<file path="src/shared/tac_map.svh">
// Register offsets, field positions and timing constants for abort capture
`ifndef TAC_MAP_SVH
`define TAC_MAP_SVH
// Register word offsets (byte addresses, word aligned)
`define TAC_OFF_CAUSE 8'h80
`define TAC_OFF_CLR_ABRT 8'h54
`define TAC_OFF_CLR_ALL 8'h40
`define TAC_OFF_CTRL 8'h00
`define TAC_OFF_TARGET 8'h04
`define TAC_OFF_INT_STAT 8'h2C
`define TAC_OFF_INT_MASK 8'h30
`define TAC_OFF_CMD 8'h10
// Cause bit positions
`define TAC_B_7B_NOACK 0
`define TAC_B_10A1_NOACK 1
`define TAC_B_10A2_NOACK 2
`define TAC_B_DATA_NOACK 3
`define TAC_B_GC_NOACK 4
`define TAC_B_GC_READ 5
`define TAC_B_HS_ACK 6
`define TAC_B_SB_ACK 7
`define TAC_B_HS_NORS 8
`define TAC_B_SB_NORS 9
`define TAC_B_10RD_NORS 10
`define TAC_B_MST_DIS 11
// Control register fields
`define TAC_CTL_MASTER_EN 0
`define TAC_CTL_TENBIT 4
`define TAC_CTL_RESTART_EN 5
`define TAC_CTL_HS_MODE 6
// Target register fields
`define TAC_TAR_GC_OR_SB 10
`define TAC_TAR_COMMAND_FLAG_A 11
// Command register fields
`define TAC_CMD_READ 9
// Reset values
`define TAC_CTL_RESET 32'h0000_0020
`define TAC_ZERO32 32'h0000_0000
// Cycles between bus-clock edge and sampling ACK inside the engine
`define TAC_SYNC_STAGES 2
`endif

</file>
<file path="src/shared/tac_pkg.sv">
// Types shared by the abort-cause capture block
package tac_pkg;
    // Bus-engine phase events reported on a sampled link clock edge
    typedef struct packed {
        logic addr7_nack;      // 7-bit address byte not acked
        logic addr10a_nack;    // First 10-bit address byte not acked
        logic addr10b_nack;    // Second 10-bit address byte not acked
        logic data_nack;       // Data byte not acked
        logic gcall_nack;      // General call not acked
        logic startbyte_ack;   // START byte acked
        logic hscode_ack;      // High-speed master code acked
    } tac_bus_evt_t;
    // Byte phase tracked on the link
    typedef enum logic [2:0] {
        TAC_PH_IDLE,
        TAC_PH_ADDR7,
        TAC_PH_ADDR10A,
        TAC_PH_ADDR10B,
        TAC_PH_DATA,
        TAC_PH_GCALL,
        TAC_PH_SBYTE,
        TAC_PH_HSCODE
    } tac_phase_t;
endpackage : tac_pkg

</file>
<file path="src/logic/tac_ack_sampler.sv">
// Link clock synchroniser and acknowledge-slot sampler
`timescale 1ns/1ns
module tac_ack_sampler
    import tac_pkg::*;
(
    input wire logic clock_i,
    input wire logic nrst_i,
    input wire logic scl_i,
    input wire logic sda_i,
    input wire logic ack_slot_i,
    input wire tac_phase_t phase_i,
    output tac_bus_evt_t evt_o
);
    logic [1:0] scl_sync_q;   // Two-flop synchroniser for SCL
    logic [1:0] sda_sync_q;   // Two-flop synchroniser for SDA
    logic scl_prev_q;         // Previous synchronised SCL
    logic rise_w;             // Rising SCL edge
    logic nack_w;             // SDA high at ACK slot means no ack
    tac_bus_evt_t evt_d;

    // Only the second stage is read by logic
    always_ff @(posedge clock_i or negedge nrst_i) begin
        if (!nrst_i) begin
            // Idle bus level, so no false SCL edge follows reset
            scl_sync_q <= 2'h3;
            sda_sync_q <= 2'h3;
            scl_prev_q <= 1'b1;
        end else begin
            scl_sync_q <= {scl_sync_q[0], scl_i};
            sda_sync_q <= {sda_sync_q[0], sda_i};
            scl_prev_q <= scl_sync_q[1];
        end
    end

    assign rise_w = scl_sync_q[1] & ~scl_prev_q & ack_slot_i;
    assign nack_w = sda_sync_q[1];

    // Classify ACK slot by the byte phase in flight
    always_comb begin
        evt_d = '0;
        if (rise_w) begin
            unique case (phase_i)
                TAC_PH_ADDR7: evt_d.addr7_nack = nack_w;
                TAC_PH_ADDR10A: evt_d.addr10a_nack = nack_w;
                TAC_PH_ADDR10B: evt_d.addr10b_nack = nack_w;
                TAC_PH_DATA: evt_d.data_nack = nack_w;
                TAC_PH_GCALL: evt_d.gcall_nack = nack_w;
                // A START byte must never be acked
                TAC_PH_SBYTE: evt_d.startbyte_ack = ~nack_w;
                // Nobody may ack the HS master code
                TAC_PH_HSCODE: evt_d.hscode_ack = ~nack_w;
                TAC_PH_IDLE: evt_d = '0;
            endcase
        end
    end

    // One-cycle event pulses, registered
    always_ff @(posedge clock_i or negedge nrst_i) begin
        if (!nrst_i) evt_o <= '0;
        else evt_o <= evt_d;
    end
endmodule : tac_ack_sampler

</file>
<file path="src/logic/tac_abort_capture.sv">
// Transmit abort cause capture with Avalon-MM registers and interrupt
//
// Behaviour
// Master start while master disabled sets bit 11
// Ten-bit read without restart sets bit 10
// START byte without restart sets bit 9
// Bit 9 re-sets after one cycle if cause persists
// Bit 9 cause gone via restart, flag, select
// High-speed transfer without restart sets bit 8
// Acked START byte sets bit 7
// Acked high-speed master code sets bit 6; the code sets it only while high-speed mode is on
// General call followed by read sets bit 5
// Unacked general call sets bit 4
// Unacked data byte after acked address sets bit 3
// Unacked second ten-bit address byte sets bit 2
// Unacked first ten-bit address byte sets bit 1
// Unacked seven-bit address sets bit 0
// Clear-abort or clear-all read clears causes
// Any cause raises the transmit abort flag
// Causes reset to zero, writes ignored
`include "tac_map.svh"
`timescale 1ns/1ns
module tac_abort_capture
    import tac_pkg::*;
#(
    parameter int CAUSE_W = 12
) (
    input wire logic clock_i,
    input wire logic nrst_i,
    // Avalon-MM slave
    input wire logic [7:0] avs_address_i,
    input wire logic avs_read_i,
    input wire logic avs_write_i,
    input wire logic [31:0] avs_writedata_i,
    output logic [31:0] avs_readdata_o,
    output logic avs_waitrequest_o,
    // Master engine requests (same clock domain)
    input wire logic start_req_i,
    input wire logic cmd_push_i,
    input wire logic cmd_read_i,
    input wire logic ack_slot_i,
    input wire tac_phase_t phase_i,
    // I2C pins, from outside the clock domain
    input wire logic scl_i,
    input wire logic sda_i,
    // Outputs
    output logic tx_abort_o,
    output logic irq_o
);
    logic [CAUSE_W-1:0] cause_q;     // Abort cause bits
    logic [CAUSE_W-1:0] cause_d;
    logic [CAUSE_W-1:0] set_w;       // Hardware set terms
    logic [31:0] ctrl_q;             // controller_config
    logic [31:0] target_q;           // target_address_config
    logic gc_sent_q;                 // General call sent, awaiting cmd
    logic [1:0] int_stat_q;          // Sticky events: 0 abort, 1 sb stuck
    logic [1:0] int_mask_q;
    logic [1:0] int_stat_d;
    logic [31:0] rdata_d;
    logic ack_q;                     // Answer phase flag
    logic wait_q;                    // Registered waitrequest, high idle
    logic abort_q;
    logic irq_q;
    tac_bus_evt_t evt_w;

    // Decoded controls
    wire master_en_w = ctrl_q[`TAC_CTL_MASTER_EN];
    wire restart_en_w = ctrl_q[`TAC_CTL_RESTART_EN];
    wire tenbit_w = ctrl_q[`TAC_CTL_TENBIT];
    wire hs_mode_w = ctrl_q[`TAC_CTL_HS_MODE];
    wire command_flag_a_w = target_q[`TAC_TAR_COMMAND_FLAG_A];
    wire gc_or_sb_w = target_q[`TAC_TAR_GC_OR_SB];
    // Start-byte request pending while restart is off
    wire sb_cause_w = ~restart_en_w & command_flag_a_w & gc_or_sb_w;
    wire gc_mode_w = command_flag_a_w & ~gc_or_sb_w;

    // Bus handshake: one wait cycle, then answer
    wire req_w = (avs_read_i | avs_write_i) & ~ack_q;
    wire rd_take_w = avs_read_i & ack_q;
    wire wr_take_w = avs_write_i & ack_q;
    wire clr_abrt_w = rd_take_w & ((avs_address_i == `TAC_OFF_CLR_ABRT) |
                      (avs_address_i == `TAC_OFF_CLR_ALL));
    wire rd_stat_w = rd_take_w & (avs_address_i == `TAC_OFF_INT_STAT);

    // Address decode, function used for reads and writes
    function automatic logic hit(input logic [7:0] a, input logic [7:0] o);
        hit = (a == o);
    endfunction : hit

    tac_ack_sampler u_sampler (
        .clock_i(clock_i),
        .nrst_i(nrst_i),
        .scl_i(scl_i),
        .sda_i(sda_i),
        .ack_slot_i(ack_slot_i),
        .phase_i(phase_i),
        .evt_o(evt_w)
    );

    // Hardware set terms per cause bit
    assign set_w[`TAC_B_MST_DIS] = start_req_i & ~master_en_w;
    assign set_w[`TAC_B_10RD_NORS] = start_req_i & cmd_read_i &
                                     tenbit_w & ~restart_en_w;
    assign set_w[`TAC_B_SB_NORS] = sb_cause_w;
    assign set_w[`TAC_B_HS_NORS] = start_req_i & hs_mode_w &
                                   ~restart_en_w;
    assign set_w[`TAC_B_SB_ACK] = evt_w.startbyte_ack;
    assign set_w[`TAC_B_HS_ACK] = evt_w.hscode_ack & hs_mode_w;
    assign set_w[`TAC_B_GC_READ] = gc_sent_q & cmd_push_i &
                                   cmd_read_i;
    assign set_w[`TAC_B_GC_NOACK] = evt_w.gcall_nack;
    assign set_w[`TAC_B_DATA_NOACK] = evt_w.data_nack;
    assign set_w[`TAC_B_10A2_NOACK] = evt_w.addr10b_nack;
    assign set_w[`TAC_B_10A1_NOACK] = evt_w.addr10a_nack;
    assign set_w[`TAC_B_7B_NOACK] = evt_w.addr7_nack;

    // Clear drops every stored bit, but same-cycle sets other than bit 9 still land; bit 9 comes back next cycle if still caused
    always_comb begin
        cause_d = clr_abrt_w ? '0 : cause_q;
        cause_d[CAUSE_W-1:0] = cause_d | (clr_abrt_w ?
            (set_w & ~(CAUSE_W'(1) << `TAC_B_SB_NORS)) : set_w);
    end

    // Interrupt events; set wins over the read-clear
    always_comb begin
        int_stat_d = rd_stat_w ? 2'h0 : int_stat_q;
        int_stat_d[0] = int_stat_d[0] | (|set_w);
        int_stat_d[1] = int_stat_d[1] | sb_cause_w;
    end

    // Read data selection
    always_comb begin
        rdata_d = `TAC_ZERO32;
        if (hit(avs_address_i, `TAC_OFF_CAUSE))
            rdata_d[CAUSE_W-1:0] = cause_q;
        else if (hit(avs_address_i, `TAC_OFF_CTRL))
            rdata_d = ctrl_q;
        else if (hit(avs_address_i, `TAC_OFF_TARGET))
            rdata_d = target_q;
        else if (hit(avs_address_i, `TAC_OFF_INT_STAT))
            rdata_d[1:0] = int_stat_q;
        else if (hit(avs_address_i, `TAC_OFF_INT_MASK))
            rdata_d[1:0] = int_mask_q;
        else if (hit(avs_address_i, `TAC_OFF_CLR_ABRT) |
                 hit(avs_address_i, `TAC_OFF_CLR_ALL))
            rdata_d[0] = abort_q;
    end

    // Cause register: reset to zero, no software write path
    always_ff @(posedge clock_i or negedge nrst_i) begin
        if (!nrst_i) cause_q <= '0;
        else cause_q <= cause_d;
    end

    // General call tracking until the next command is queued
    always_ff @(posedge clock_i or negedge nrst_i) begin
        if (!nrst_i) gc_sent_q <= 1'b0;
        else if (cmd_push_i) gc_sent_q <= 1'b0;
        else if (start_req_i) gc_sent_q <= gc_mode_w;
    end

    // Software-written configuration
    always_ff @(posedge clock_i or negedge nrst_i) begin
        if (!nrst_i) begin
            ctrl_q <= `TAC_CTL_RESET;
            target_q <= `TAC_ZERO32;
            int_mask_q <= 2'h0;
        end else if (wr_take_w) begin
            if (hit(avs_address_i, `TAC_OFF_CTRL)) ctrl_q <= avs_writedata_i;
            if (hit(avs_address_i, `TAC_OFF_TARGET))
                target_q <= avs_writedata_i;
            if (hit(avs_address_i, `TAC_OFF_INT_MASK))
                int_mask_q <= avs_writedata_i[1:0];
        end
    end

    // Bus answer and flags
    always_ff @(posedge clock_i or negedge nrst_i) begin
        if (!nrst_i) begin
            ack_q <= 1'b0;
            wait_q <= 1'b1;
            avs_readdata_o <= `TAC_ZERO32;
            int_stat_q <= 2'h0;
            abort_q <= 1'b0;
            irq_q <= 1'b0;
        end else begin
            ack_q <= req_w;
            // Kept as its own flop so the port has no logic behind it
            wait_q <= ~req_w;
            if (req_w) avs_readdata_o <= rdata_d;
            int_stat_q <= int_stat_d;
            abort_q <= |cause_d;
            irq_q <= |(int_stat_d & int_mask_q);
        end
    end

    assign avs_waitrequest_o = wait_q;
    assign tx_abort_o = abort_q;
    assign irq_o = irq_q;
endmodule : tac_abort_capture

</file>
<file path="config.mk">
export PLATFORM = sky130hd
export DESIGN_NAME = tac_abort_capture
export DESIGN_NICKNAME = d
export VERILOG_FILES = /design/src/shared/tac_pkg.sv /design/src/logic/tac_ack_sampler.sv /design/src/logic/tac_abort_capture.sv
export VERILOG_INCLUDE_DIRS = /design/src /design/src/shared
export SDC_FILE = /design/constraint.sdc
export NUM_CORES = 1
export LEC_CHECK = 0
export BUFFER_PORTS_ARGS = -buffer_cell sky130_fd_sc_hd__buf_2
export CAP_MARGIN = 20
export CORE_MARGIN = 2
export CORE_UTILIZATION = 45
export CTS_BUF_LIST = sky130_fd_sc_hd__clkbuf_8 sky130_fd_sc_hd__clkbuf_16
export CTS_CLUSTER_SIZE = 28
export DETAILED_ROUTE_END_ITERATION = 10
export PLACE_DENSITY = 0.71
export SYNTH_ARGS = -nofsm -noshare
export SYNTH_HDL_FRONTEND = slang
export SYNTH_SLANG_ARGS = --single-unit
export TNS_END_PERCENT = 30
</file>
<file path="constraint.sdc">
create_clock -name clock_i -period 1.4 [get_ports clock_i]
set_input_delay 0.14 -clock clock_i [delete_from_list [all_inputs] [get_ports clock_i]]
set_output_delay 0.14 -clock clock_i [all_outputs]
set_load 0.01 [all_outputs]
</file>
---- After elaboration in Yosys (flattened, before gate mapping) ----
Cells that the tools add are included.
word-level totals
  memories kept ........................... 0
  logic and storage cells ................. 96
  memory bits (read-only) ................. 0
  latch bits .............................. 0
  register bits ........................... 129
  output and inout port bits .............. 35
  bits in writable memories ............... 0
  bits of input ports ..................... 53
cells by class
  bitwise gates (word level) .............. 32
  shift operators ......................... 0
  order comparisons ....................... 0
  mux-type cells .......................... 22
  $mul .................................... 0
  reductions and logical operators ........ 8
  add/sub/neg operators ................... 0
  div/mod/pow operators ................... 0
  eq/ne operators ......................... 13
operator list
  kind                number
  $mux 32             1
  $mux 30             1
  $mux 12             2
  $reduce_or 12->1    2
  $mux 20             1
  $and 1x1->1         19
  $eq 8x6->1 const B  2
  $eq 8x7->1 const B  2
  $eq 3x3->1 const B  4
  $mux 1              12
  $or 12x12->12       1
  $mux 10             1
  $eq 8x3->1 const B  1
  $eq 8x8->1 const B  1
  $logic_not 8->1     1
  $mux 7              1
  $not 1->1           7
  $eq 3x2->1 const B  2
  $mux 2              3
  $reduce_and 2->1    3
  $or 1x1->1          4
  $eq 3x1->1 const B  1
  $and 2x2->2         1
  $reduce_bool 2->1   1
  $reduce_or 2->1     1

---- Logic depth before layout (Yosys ltp) ----
  depth in word-level cells ............... 8
  mapped depth ............................ 8

---- Cells and area by module ----
Synthesis repeated with hierarchy kept, for this count alone.
unflattened totals
  cells, all modules ...................... 413
  area, all modules ....................... 5511.5 um^2
by module, submodules not included
  module             cells an instance  instances  sequential area each (um^2)  area each (um^2)
  tac_abort_capture  388                1          2930.3                       5104.9
  tac_ack_sampler    25                 1          306.5                        406.6

---- Least setup slack after synthesis ----
Ideal clock, no wire load.
  path kind ............................... in2reg
  start ................................... input avs_address_i[3]
  end ..................................... register ctrl_q[29]
  data arrival time ....................... 1649 ps
  setup slack ............................. -376 ps
  required time ........................... 1273 ps
  stages on the path ...................... 7
  setup time .............................. 127 ps
  path buffers ............................ 3
  cell sequence ........................... or4_1 -> buf_4 -> nor2_4 -> and3_4 -> buf_12 -> buf_12 -> mux2_1
on the way
  cells in the longest elaborated chain, start to end .. 2
ends and longest elaborated chain
  element                            RTL line                  text
  start: declaration                 tac_abort_capture.sv:31   input wire logic [7:0] avs_address_i,
  $logic_not 8->1                    tac_abort_capture.sv:87   hit = (a == o);
  $reduce_and 2->1 (no source line)  n/a
  end signal: assignment             tac_abort_capture.sv:165  ctrl_q <= `TAC_CTL_RESET;
  end signal: assignment             tac_abort_capture.sv:169  if (hit(avs_address_i, `TAC_OFF_CTRL)) ctrl_q <= avs_writedata_i;
  end: declaration                   tac_abort_capture.sv:53   logic [31:0] ctrl_q;
No other way between the ends.
A chain may end at the register's enable or synchronous reset.

---- Final worst setup path ----
  start ................................... register u_sampler.evt_o[5] in the netlist's numbering
  end ..................................... register irq_q, in the netlist irq_o
on the way
  cells in the longest elaborated chain, start to end .. 4
ends and longest elaborated chain
  element                   RTL line                  text
  start: declaration        tac_ack_sampler.sv:12     output tac_bus_evt_t evt_o
  start signal: assignment  tac_ack_sampler.sv:60     else evt_o <= evt_d;
  $reduce_or 12->1          tac_abort_capture.sv:127  int_stat_d[0] = int_stat_d[0] | (|set_w);
  $or 1x1->1                tac_abort_capture.sv:127
  net int_stat_d[0]         tac_abort_capture.sv:58   logic [1:0] int_stat_d;
  $and 2x2->2               tac_abort_capture.sv:193  irq_q <= |(int_stat_d & int_mask_q);
  $reduce_or 2->1           tac_abort_capture.sv:193
  end signal: assignment    tac_abort_capture.sv:193
  end: declaration          tac_abort_capture.sv:63   logic irq_q;
The timed path passes the listed nets, and every way through them passes these cells.

==> impl_metrics.yaml <==
outcome:
  outcome: "finished with violations"
  violations: "negative setup slack"
final_layout:
  drive_gt1_frac: 0.387
  nFillCells: 889
  antenna_cells: 0
  syn2layout_area_growth_pct: 35.3
  nets: 640
power:
  p_per_area_nw_per_um2: 1260
  leakage_uw: 0.00362
  ir_drop_uv: 723
  power_uw: 9380
synthesis:
  ys_seq_elements: 129
  synth_cells: 427
  ys.flop_type: "dfrtp_1"
  yosys_warnings: 0
  synth_fp_nets: 480
  synth_top_area_frac: 0.557
  avgSynthCellArea_um2: 12.8
  synth.area.top_cells: "dfrtp_1 56%, mux2_4 7.4%, mux2_2 4.3%"
  synth_edf_count: 0
  synth_commonest_cells: "122 x dfrtp_1, 43 x nand2_1, 32 x o21ai_0, 30 x a22oi_1, 27 x mux2_4"
  ys_types: 52
  yosys.area.top_type: "dfrtp_1"
  yosysSeqAreaShare: 0.590
  synth_most_common_cell: "dfrtp_1"
  synthArstFlopShare: 1.00
  synth_area_um2: 5490
grt:
  track_usage: 0.224
  grt_pass1_vias: 4371
  grt_max_degree: 36
  grt_first_pass_wirelength_um: 22300
  antenna_found_initial: 0
  grt_overflow_total: 0
floorplanning:
  die_area_um2: 13100
  coreArea_um2: 12000
  die_x_um: 114
  io_pins: 88
  rows: 40
  die_h_um: 114
  start_util: 0.459
critical_path:
  slowest_delay_ps: 390
  crit_path_max_fanout: 2
  critPathLaunchType: "register"
  end_kind: "register"
  crit_type: "reg -> reg"
  cp_top_family: "simple AND/OR/NAND/NOR gates"
  critPathBufInv: 0
  crit_arrival_ps: 1750
  path_cells: "nor4_2 -> nand4_1 -> a21oi_2 -> nand3_2 -> a22o_1"
  crit_slowest_cell: "dfrtp_1"
  required_ps: 1700
drt:
  routed_wl_um: 13500
  post_drt_wl_per_cell_um: 18.1
  vias: 4077
  drc: 0
  vias_per_cell: 5.47
  antenna_left: 0
  drt_iter0_drc: 257
  firstDrtPassIters: 5
clock_network:
  numCtsBuffers: 17
  htreeDepth: 4
  cts.sinks: 129
  cts_buffer_depth: 2
  worstSkewPairLatency_ps: 410
  cts_root_buf: "clkbuf_16"
  cts_tree: "built"
  clk_pin_slew_ps: 50
timing:
  fin_crit_sh: 1.04
  finalSetupTns_ps: -55.0
  period_minus_slack_ps: 1460
  slew_viol_final: 0
  setup_ws_ps: -55.0
  tightest_slew_ps: 485
  setup_viol: 1
  finalClockSkew_ps: 10.1
  rsz0062_at_grt: "true"
  slew_headroom: 0.677
  hold_viol_final: 0
  fmax_ghz: 0.687
job:
  maxCapViolations: 0
min_path:
  hp-class: "in -> reg"
placed_design:
  dpl.hpwl_um: 8440
  place_congestion: 0.903
  portBuffers: 87
metrics by stage:
stage | hold WS [ps] | instances | util | instance area (um^2) | worst slack [ps]
floorplan | -156 | 427 | - | 5490 | -356
global placement | 136 | 672 | 0.527 | 6300 | -409
detailed placement | 139 | 672 | 0.527 | 6300 | -438
CTS | 2.01 | 745 | 0.615 | 7360 | -17.7
global route | 27.2 | 746 | 0.621 | 7420 | -132
finish | 1.09 | 746 | 0.621 | 7420 | -55.0
repair_timing:
item,CTS,global route
gates resized for setup,4,26
endpoints found under the setup margin,6,46
hold buffers,38,0
buffers inserted,4,1
pin swaps,5,2
hold endpoints to repair,94,0
area by class of cell:
class / instances / area [um^2] / share of cell area
sequential: 129 / 3240 / 0.436
multi-input combinational: 270 / 2120 / 0.286
timing repair buffer: 166 / 1230 / 0.166
clock buffer: 22 / 494 / 0.0666
tap: 147 / 184 / 0.0248
clock inverter: 9 / 139 / 0.0187
inverter: 3 / 11.3 / 0.00152
registers in the layout, indices dropped and copies added (netlist names), 2 cells and up:
name,cells
u_sampler.evt_o,7
ctrl_q,32
u_sampler.scl_sync_q,2
avs_readdata_o,32
cause_q,12
int_stat_q,2
int_mask_q,2
u_sampler.sda_sync_q,2
target_q,32
cells by family (layout without fill, tap and decap cells):
family,Yosys count,count (layout),share of synthesized area
multiplexers,65,65,0.152
flip-flops,129,129,0.590
AND/OR/NAND/NOR,108,108,0.106
AO/OA/AOI/OAI,96,96,0.114
XOR/XNOR,1,1,0.00160
buffers and inverters,28,200,0.0365
final timing paths:
kind                                                   startpoint                           endpoint  slack, ps  cells past startpoint
worst max register to register       u_sampler.evt_o[5]$_DFF_PN0_                    irq_o$_DFF_PN0_        -60                      5
max in group asynchronous                                  nrst_i              ctrl_q[5]$_DFFE_PN1P_        580                      3
worst max-delay path                 u_sampler.evt_o[5]$_DFF_PN0_                    irq_o$_DFF_PN0_        -60                      5
worst min register to register  u_sampler.sda_sync_q[0]$_DFF_PN1_  u_sampler.sda_sync_q[1]$_DFF_PN1_        350                      0
min in group asynchronous                                  nrst_i            target_q[6]$_DFFE_PN0P_        240                      2
worst min-delay path                                   phase_i[2]       u_sampler.evt_o[6]$_DFF_PN0_          1                      4
tightest hold or removal path, cell delays in order:
cell	delay, ps
buf_2	100
nor4_2	50
nand2_1	50
nor2_1	30
per-layer routing:
metal  vias to the layer above  GRT usage  part of all wire
met1                      2047      0.300              0.44
met3                        30     0.0577             0.054
met2                       137      0.350              0.48
met4                         0     0.0911             0.020
met5                         -          0                 0
li1                       1863          -                 -
power breakdown:
part	internal (uW)	switching, uW	total (uW)	leakage [uW]
clock network	3170	1500	4680	0.000329
registers	3880	102	3980	0.00174
logic	362	365	727	0.00155
cells in the final DEF, fill, tap and decap left out, types with 17 or more instances in the layout:
cell	n
clkbuf_16	17
dfrtp_1	122
a22oi_1	30
mux2_4	30
mux2_2	21
buf_2	86
nor2_1	18
dlygate4sd3_1	38
buf_4	32
nand2_1	42
o21ai_0	20
Note: power is estimated with default switching activity, not from simulation.
